--- src/core/ccd_pkg.sv ---
// Purpose: shared constants for the cache and page-mode dram cycle control block
// Assumes: 40 MHz sys_clk, one cycle per processor bus request
// Notes:   dram timing figures are plain defaults, not taken from any part

package ccd_pkg;

    // clock and dram timing, figures in ns
    localparam int CLK_PERIOD_NS    = 25;
    localparam int T_PRECHARGE_NS   = 50;   // least row strobe low time
    localparam int T_ROW_HOLD_NS    = 25;   // least row address hold after strobe
    localparam int T_COLUMN_NS      = 50;   // least column strobe width

    // least times round up to whole cycles, never below one
    localparam int PRECHARGE_CYC = (T_PRECHARGE_NS + CLK_PERIOD_NS - 1) / CLK_PERIOD_NS;
    localparam int ROW_HOLD_CYC  = (T_ROW_HOLD_NS + CLK_PERIOD_NS - 1) / CLK_PERIOD_NS;
    localparam int COLUMN_CYC    = (T_COLUMN_NS + CLK_PERIOD_NS - 1) / CLK_PERIOD_NS;

    // widths
    localparam int BYTE_LANES = 4;
    localparam int BANKS      = 4;
    localparam int ROW_W      = 10;
    localparam int WAIT_W     = 3;

    // values after reset
    localparam logic [ROW_W-1:0] ROW_RESET = 10'h000;
    localparam logic [3:0]       LANE_NONE = 4'h0;

    // row/column select levels
    localparam logic SEL_ROW    = 1'b0;
    localparam logic SEL_COLUMN = 1'b1;

    // cache buffer direction levels
    localparam logic DIR_CACHE_TO_CPU = 1'b0;
    localparam logic DIR_CPU_TO_CACHE = 1'b1;

    // cycle sequencer states, one-hot
    typedef enum logic [7:0] {
        ST_IDLE   = 8'h01,
        ST_LOOKUP = 8'h02,
        ST_PRE    = 8'h04,
        ST_ROW    = 8'h08,
        ST_MUX    = 8'h10,
        ST_COL    = 8'h20,
        ST_UPDATE = 8'h40,
        ST_DONE   = 8'h80
    } ccd_state_e;

endpackage

--- src/core/ccd_cycle_control.sv ---
// Purpose: cache select/write/tag control and shared row strobe sequencing for page dram
// Assumes: cycle_start is a one-cycle pulse, accepted only while cycle_idle is high;
//          tag_match is synchronous to sys_clk
// Notes:   write-through cache; only cacheable read misses refill and rewrite the tag
//
// How it works
// RULE_01: match valid held low during tag update
// RULE_02: sram select high except during update
// RULE_03: cache byte writes follow active byte enables
// RULE_04: tag write pulses in the update cycle
// RULE_05: pipeline request driven while tag updates
// RULE_06: tag buffer open only during update
// RULE_07: direction low cache-to-cpu, high cpu-to-cache
// RULE_08: buffer enables gated per byte enable
// RULE_09: page mode keeps row open on row hit
// RULE_10: row stays open across banks, same row
// RULE_11: normal mode precharges before every access
// RULE_12: select low gives row, high column
// RULE_13: one row strobe shared by all banks
// RULE_14: match valid marks when tag match sampled
// RULE_15: hit qualified by cacheable memory cycle
// RULE_16: one column strobe per bank, released after
// RULE_17: page mode setting steers row strobe
// RULE_18: row select during row strobe, column before strobe

`timescale 1ns/1ps

module ccd_cycle_control
(
    // clock and reset
    input  wire logic        sys_clk,
    input  wire logic        srst,

    // processor or dma cycle request
    input  wire logic        cycle_start,
    input  wire logic        cycle_memory,
    input  wire logic        cycle_write,
    input  wire logic        cycle_cacheable,
    input  wire logic [3:0]  cycle_byte_en,
    input  wire logic [9:0]  cycle_row,
    input  wire logic [1:0]  cycle_bank,
    output logic             cycle_idle,
    output logic             memory_ready,

    // configuration
    input  wire logic        page_mode_cfg,

    // tag subsystem
    input  wire logic        tag_match,
    output logic             match_valid_out,
    output logic             tag_store_write,
    output logic             tag_buffer_drive,
    output logic             pipeline_request,

    // data cache sram and buffers
    output logic             data_sram_select,
    output logic [3:0]       data_sram_byte_write,
    output logic             cache_buffer_direction,
    output logic [3:0]       cache_buffer_byte_enable,

    // dram strobes
    output logic             row_strobe,
    output logic             row_column_select,
    output logic [3:0]       column_strobe
);

    ccd_pkg::ccd_state_e        state_reg;
    ccd_pkg::ccd_state_e        state_next;
    logic [ccd_pkg::WAIT_W-1:0] wait_reg;
    logic [ccd_pkg::WAIT_W-1:0] wait_next;
    logic                       write_reg;
    logic                       memory_reg;
    logic                       cacheable_reg;
    logic                       page_mode_reg;
    logic [3:0]                 byte_en_reg;
    logic [ccd_pkg::ROW_W-1:0]  row_reg;
    logic [1:0]                 bank_reg;
    logic                       refill_reg;
    logic                       row_open_reg;
    logic [ccd_pkg::ROW_W-1:0]  open_row_reg;
    logic                       ras_reg;
    logic                       mux_reg;
    logic                       qualified_hit;
    logic                       wait_over;

    // gate the byte lanes of the current cycle with a condition
    function automatic logic [3:0] lanes_if(input logic [3:0] en, input logic cond);
        lanes_if = cond ? en : ccd_pkg::LANE_NONE;
    endfunction

    // timed wait count, loaded on entry to a timed state
    function automatic logic [ccd_pkg::WAIT_W-1:0] cyc(input int n);
        cyc = ccd_pkg::WAIT_W'(n - 1);
    endfunction

    // RULE_15: cacheable memory qualification
    assign qualified_hit = tag_match & cacheable_reg & memory_reg;
    assign wait_over     = (wait_reg == '0);

    // capture the cycle attributes; latching the page setting per access keeps
    // a mid-access change of the strap from tearing the strobe sequence
    always_ff @(posedge sys_clk)
    begin
        if (srst)
        begin
            write_reg     <= 1'b0;
            memory_reg    <= 1'b0;
            cacheable_reg <= 1'b0;
            page_mode_reg <= 1'b0;
            byte_en_reg   <= ccd_pkg::LANE_NONE;
            row_reg       <= ccd_pkg::ROW_RESET;
            bank_reg      <= 2'h0;
        end
        else if (cycle_start && (state_reg == ccd_pkg::ST_IDLE))
        begin
            write_reg     <= cycle_write;
            memory_reg    <= cycle_memory;
            cacheable_reg <= cycle_cacheable;
            // RULE_17: mode held per access
            page_mode_reg <= page_mode_cfg;
            byte_en_reg   <= cycle_byte_en;
            row_reg       <= cycle_row;
            bank_reg      <= cycle_bank;
        end
    end

    // refill marker: set in lookup on a cacheable read miss
    always_ff @(posedge sys_clk)
    begin
        if (srst)
            refill_reg <= 1'b0;
        else if (state_reg == ccd_pkg::ST_LOOKUP)
            refill_reg <= cacheable_reg & memory_reg & ~write_reg & ~tag_match;
    end

    // sequencer next state
    always_comb
    begin
        state_next = state_reg;
        wait_next  = wait_over ? wait_reg : wait_reg - 1'b1;
        case (state_reg)
            ccd_pkg::ST_IDLE:
            begin
                if (cycle_start)
                    state_next = ccd_pkg::ST_LOOKUP;
            end
            ccd_pkg::ST_LOOKUP:
            begin
                if (!memory_reg || (qualified_hit && !write_reg))
                    state_next = ccd_pkg::ST_IDLE;  // read hit ends on external ready
                // RULE_09: same open row goes straight to column
                // RULE_10: bank ignored in the row compare
                else if (page_mode_reg && row_open_reg && (open_row_reg == row_reg))
                begin
                    state_next = ccd_pkg::ST_COL;
                    wait_next  = cyc(ccd_pkg::COLUMN_CYC);
                end
                // RULE_11: precharge before the access
                else
                begin
                    state_next = ccd_pkg::ST_PRE;
                    wait_next  = cyc(ccd_pkg::PRECHARGE_CYC);
                end
            end
            ccd_pkg::ST_PRE:
            begin
                if (wait_over)
                begin
                    state_next = ccd_pkg::ST_ROW;
                    wait_next  = cyc(ccd_pkg::ROW_HOLD_CYC);
                end
            end
            ccd_pkg::ST_ROW:
            begin
                if (wait_over)
                    state_next = ccd_pkg::ST_MUX;
            end
            ccd_pkg::ST_MUX:
            begin
                state_next = ccd_pkg::ST_COL;
                wait_next  = cyc(ccd_pkg::COLUMN_CYC);
            end
            ccd_pkg::ST_COL:
            begin
                if (wait_over)
                    state_next = refill_reg ? ccd_pkg::ST_UPDATE : ccd_pkg::ST_DONE;
            end
            ccd_pkg::ST_UPDATE:
                state_next = ccd_pkg::ST_DONE;
            ccd_pkg::ST_DONE:
                state_next = ccd_pkg::ST_IDLE;
            default:
                state_next = ccd_pkg::ST_IDLE;
        endcase
    end

    // sequencer registers
    always_ff @(posedge sys_clk)
    begin
        if (srst)
        begin
            state_reg <= ccd_pkg::ST_IDLE;
            wait_reg  <= '0;
        end
        else
        begin
            state_reg <= state_next;
            wait_reg  <= wait_next;
        end
    end

    // RULE_13: single row strobe for every bank
    always_ff @(posedge sys_clk)
    begin
        if (srst)
            ras_reg <= 1'b0;
        else if (state_next == ccd_pkg::ST_PRE)
            ras_reg <= 1'b0;
        else if (state_next == ccd_pkg::ST_ROW)
            ras_reg <= 1'b1;
        // RULE_11: normal mode closes the row
        else if ((state_next == ccd_pkg::ST_DONE) && !page_mode_reg)
            ras_reg <= 1'b0;
    end

    // open row tracking, only meaningful while the row strobe is held
    always_ff @(posedge sys_clk)
    begin
        if (srst)
        begin
            row_open_reg <= 1'b0;
            open_row_reg <= ccd_pkg::ROW_RESET;
        end
        else if (state_next == ccd_pkg::ST_ROW)
        begin
            row_open_reg <= 1'b1;
            open_row_reg <= row_reg;
        end
        else if (state_next == ccd_pkg::ST_PRE)
            row_open_reg <= 1'b0;
        else if ((state_next == ccd_pkg::ST_DONE) && !page_mode_reg)
            row_open_reg <= 1'b0;
    end

    // RULE_18: row address under strobe, column set a cycle before strobe
    // RULE_12: select levels for row and column
    always_ff @(posedge sys_clk)
    begin
        if (srst)
            mux_reg <= ccd_pkg::SEL_ROW;
        else if ((state_next == ccd_pkg::ST_PRE) || (state_next == ccd_pkg::ST_ROW))
            mux_reg <= ccd_pkg::SEL_ROW;
        else if (state_next == ccd_pkg::ST_MUX)
            mux_reg <= ccd_pkg::SEL_COLUMN;
        else if ((state_next == ccd_pkg::ST_COL) && (state_reg == ccd_pkg::ST_LOOKUP))
            mux_reg <= ccd_pkg::SEL_COLUMN; // page hit: select was still at column
    end

    assign row_strobe        = ras_reg;
    assign row_column_select = mux_reg;

    // RULE_16: only the accessed bank strobes, all released outside column
    always_comb
    begin
        column_strobe = ccd_pkg::LANE_NONE;
        if (state_reg == ccd_pkg::ST_COL)
            column_strobe[bank_reg] = 1'b1;
    end

    // RULE_14: sampled only in lookup of a cacheable memory read, so that
    // RULE_01: never valid in update; uncached or write cycles get no early ready
    assign match_valid_out = (state_reg == ccd_pkg::ST_LOOKUP) && memory_reg && cacheable_reg
                             && !write_reg;

    // RULE_02: select low only while updating
    assign data_sram_select = (state_reg != ccd_pkg::ST_UPDATE);

    // RULE_04: tag rewrite strobe
    assign tag_store_write  = (state_reg == ccd_pkg::ST_UPDATE);
    // RULE_06: tag buffer only in update
    assign tag_buffer_drive = (state_reg == ccd_pkg::ST_UPDATE);
    // RULE_05: pipeline request raised in the update cycle, with the tag write
    assign pipeline_request = (state_reg == ccd_pkg::ST_UPDATE);

    // RULE_03: byte writes for write hits and refill
    assign data_sram_byte_write = lanes_if(byte_en_reg,
        ((state_reg == ccd_pkg::ST_LOOKUP) && qualified_hit && write_reg) ||
        (state_reg == ccd_pkg::ST_UPDATE));

    // RULE_07: write data and refill flow cpu side to cache
    assign cache_buffer_direction = (write_reg || (state_reg == ccd_pkg::ST_UPDATE))
                                    ? ccd_pkg::DIR_CPU_TO_CACHE : ccd_pkg::DIR_CACHE_TO_CPU;

    // RULE_08: buffer enables gated by byte enables
    assign cache_buffer_byte_enable = lanes_if(byte_en_reg,
        ((state_reg == ccd_pkg::ST_LOOKUP) && qualified_hit) ||
        (state_reg == ccd_pkg::ST_UPDATE));

    // dram and non-memory cycles finish here; read hits finish on external ready
    assign memory_ready = (state_reg == ccd_pkg::ST_DONE) ||
                          ((state_reg == ccd_pkg::ST_LOOKUP) && !memory_reg);
    assign cycle_idle   = (state_reg == ccd_pkg::ST_IDLE);

endmodule

--- config.mk ---
export PLATFORM = sky130hd
export DESIGN_NAME = ccd_cycle_control
export DESIGN_NICKNAME = d
export VERILOG_FILES = /design/src/core/ccd_pkg.sv /design/src/core/ccd_cycle_control.sv
export SDC_FILE = /design/constraint.sdc
export NUM_CORES = 1
export LEC_CHECK = 0
export ABC_AREA = 1
export BUFFER_PORTS_ARGS = -buffer_cell sky130_fd_sc_hd__buf_2
export CORE_ASPECT_RATIO = 1.25
export CORE_MARGIN = 2
export CORE_UTILIZATION = 40
export CTS_CLUSTER_DIAMETER = 120
export DETAILED_ROUTE_END_ITERATION = 7
export GPL_TIMING_DRIVEN = 0
export PLACE_DENSITY = 0.72
export SETUP_SLACK_MARGIN = 0.5
export SKIP_LAST_GASP = 1
export SLEW_MARGIN = 5
export SYNTH_ARGS = -nofsm -noshare
export SYNTH_HDL_FRONTEND = slang
export SYNTH_SLANG_ARGS = --single-unit
--- constraint.sdc ---
create_clock -name sys_clk -period 1.45 [get_ports sys_clk]
set_clock_uncertainty 0.15 [all_clocks]
set_input_delay 0.29 -clock sys_clk [delete_from_list [all_inputs] [get_ports sys_clk]]
set_output_delay 0.29 -clock sys_clk [all_outputs]
set_load 0.01 [all_outputs]
==> flow_metrics.tcl <==
set metrics [dict create \
    finalHoldViolations 0 \
    cp.arrival_ns 1.63 \
    detailroute.via_count 2414 \
    rr_endpoint "state_reg[6]" \
    initial_utilization_pct 41.2 \
    timing.final.ws_setup_ns -0.623 \
    hold_depth 3 \
    pwr_density_cell_mw_per_mm2 990 \
    path_delay_family "simple AND/OR/NAND/NOR gates" \
    antenna_violations_before_repair 0 \
    detail_route.drc_violations 0 \
    timing.critical_path.slowest_cell_delay_ns 0.35 \
    vias_per_cell 5.10 \
    relative_slew_slack_pct 51.8 \
    grt_overflow_total 0 \
    synth_seq_cells 45 \
    violations "setup timing" \
    clk_pin_slew_ns 0.08 \
    chipHeight_um 87.4 \
    crit_path_start_kind "flip-flop" \
    worstSetupEndpointType "output port" \
    crit_slowest_cell "dfxtp_2" \
    avgSynthCellArea_um2 7.00 \
    max_cap_viol_count 0 \
    grt_use_met1_pct 24.6 \
    area.sequential_um2 913 \
    crit-reg2reg-launch "state_reg[4]" \
    clkLatencyLatePin_ns 0.30 \
    drt_first_iter_violations 68 \
    cts_max_path_buffers 2 \
    detailedPlacementHpwl_um 4100 \
    portBuffers 44 \
    post-synth-top-area-fraction_pct 40.5 \
    wirelength_um 7100 \
    status "complete, but fails checks" \
    crit_type "flip-flop to output port" \
    layout.nets 435 \
    type_of_the_tightest_min_delay_check "input port to flip-flop" \
    grt_pass1_vias 2343 \
    place.gp.congestion 0.773 \
    syn_inst 318 \
    crit_path_cell_trace "buf_4 > nor2_2 > nand2_1 > nor2_4 > inv_4 > nor3_4 > buf_2" \
    placeableCoreArea_mm2 0.00541 \
    path_max_fanout 4 \
    grt_pass1_wl_um 10700 \
    r2r_setup_slack_ns -0.54 \
    yosys_warnings 0 \
    fraction_of_final_layout_cells_with_drive_strength_greater_than_1_pct 55.0 \
    root_buffer "clkbuf_8" \
    drt-wirelength-per-cell_um 15.0 \
    synth.area.top_cells "dfxtp_1, nand2_1, inv_1" \
    cts_inserted_buffers 5 \
    die_area_mm2 0.00618 \
    gr-usage-all-layers_pct 22.1 \
    max_freq_mhz 482 \
    crit_required_ns 1.01 \
    io_pins 46 \
    met2_usage_pct 39.5 \
    cts-htree-levels 2 \
    final_setup_viols 65 \
    p_total_w 0.00360 \
    placement_rows 30 \
    reg2reg_depth 12 \
    grt_setup_unrepaired "yes" \
    power_leakage_nw 1.59 \
    layout.cells.most_common "nand2_1" \
    timing.hold.worst_endpoint "cacheable_reg" \
    layout_worst_path_cycle_share_pct 143 \
    syn-cell-area_mm2 0.00223 \
    vdd.ir_drop.worst_mv 0.644 \
    num_antenna_cells 0 \
    multiInputGateArea_mm2 0.00153 \
    most-common-layout-cells "nand2_1, inv_1, buf_2" \
    grt_max_degree 14 \
    synthDistinctLibCells 30 \
    maxSlewViolCount 0 \
    drtPass1Iterations 4 \
    hold_sp "cycle_cacheable" \
    grt.busiest_layer "met2" \
    post_cts_hold_buffer_count 0 \
    route.antenna.remaining_nets 0 \
    die_w_um 70.7 \
    timing.final.crit_period_ns 2.07 \
    synth.net_count 345 \
    max_slew.worst_pin.slew_ns 0.722 \
    synth_top_area_cell "dfxtp_1" \
    tritoncts "built" \
    worst-path-buf-inv 3 \
    num-fill-cells 417 \
    timing.setup.tns_ns -25.58 \
    area_delta_synth_final_pct 63.6 \
    clock_sinks 45 \
    gr-usage-met3_pct 4.28 \
    synth-seq-area-share_pct 40.5 \
]
[power by group]
group	total [W]	internal, W	switching, W
sequential	0.00142	0.00134	0.0000775
combinational	0.00131	0.000569	0.000736
clock	0.000881	0.000432	0.000449
total	0.00360	0.00234	0.00126
[per-stage QoR]
stage | cell area (um2) | instances | util (%) | hold slack [ns] | setup slack [ns]
floorplan | 2520 | 318 | - | 0.275 | -0.194
global placement | 2820 | 426 | 52.1 | 0.286 | -0.418
detailed placement | 2820 | 426 | 52.1 | 0.296 | -0.391
CTS | 3450 | 464 | 63.8 | 0.0665 | -0.575
global route | 3640 | 473 | 67.4 | 0.0685 | -0.693
finish | 3640 | 473 | 67.4 | 0.0681 | -0.623
[layer usage]
metal  up-vias  part of all wire, %  wire length [um]
li1       1187                    -                 -
met1      1154                   41              2910
met2        54                   53              3730
met3        19                  3.2               224
met4         0                  3.3               237
met5         -                    0                 0
[synthesized netlist by cell type]
library cell and number:
buf_6 1, clkbuf_1 5, nor2_1 34, dfxtp_1 45, nor3_1 11, nand2_4 1
o21ai_0 32, or2_2 1, nand3_2 1, nand4_2 1, inv_2 4, buf_4 2
inv_1 51, xor2_1 1, nor2_2 4, nand2_1 57, nor3_2 1, buf_2 2
nor2_4 4, a21oi_2 1, nand4_1 5, buf_8 2, nand3_1 12, xnor2_1 1
inv_4 1, nand3b_1 1, a21oi_1 32, nor4_1 1, nand4_4 1, ha_1 3
[cell families (layout without fill, tap and decap cells)]
| logic type | Yosys count | count (layout) | synth area share [%] |
|---|---|---|---|
| buffers and inverters | 68 | 159 | 13.4 |
| AO/OA/AOI/OAI | 65 | 65 | 14.8 |
| XOR/XNOR | 2 | 2 | 0.787 |
| adder cells (fa/ha/maj) | 3 | 3 | 1.69 |
| AND/OR/NAND/NOR | 135 | 135 | 28.9 |
| flip-flops | 45 | 45 | 40.5 |
[worst max-delay path by stage]
| stage | start | to | slack, ns | cells after the start |
|---|---|---|---|---|
| 6_report | state_reg[4] | column_strobe[2] | -0.62 | 7 |
| 5_1_grt | state_reg[2] | data_sram_byte_write[1] | -0.69 | 8 |
| 4_1_cts | state_reg[2] | data_sram_byte_write[1] | -0.57 | 8 |
| 3_5_place_dp | srst | open_row_reg[1] | -0.39 | 5 |
| 3_3_place_gp | srst | open_row_reg[4] | -0.42 | 5 |
| 2_1_floorplan | state_reg[3] | data_sram_byte_write[2] | -0.19 | 7 |
[worst register-to-register path: cells and delay by family (launching register included)]
kind | cells | cell delay (ns)
buf+inv | 5 | 0.56
flops | 1 | 0.35
simple gates | 7 | 0.88
[area by class of cell]
class	instances	area share [%]
Clock inverter	1	0.137
Timing Repair Buffer	83	18.1
Sequential cell	45	25.1
Inverter	56	6.11
Tap cell	64	2.20
Clock buffer	7	2.65
Multi-Input combinational cell	205	41.9
Buffer	12	3.88
[timing repair]
action	CTS	global route
cloned	5	0
setup buffers	25	9
pin swaps	19	13
setup endpoints to repair	67	67
resized for setup	62	31
No activity file was read; power rests on OpenSTA's default activity.
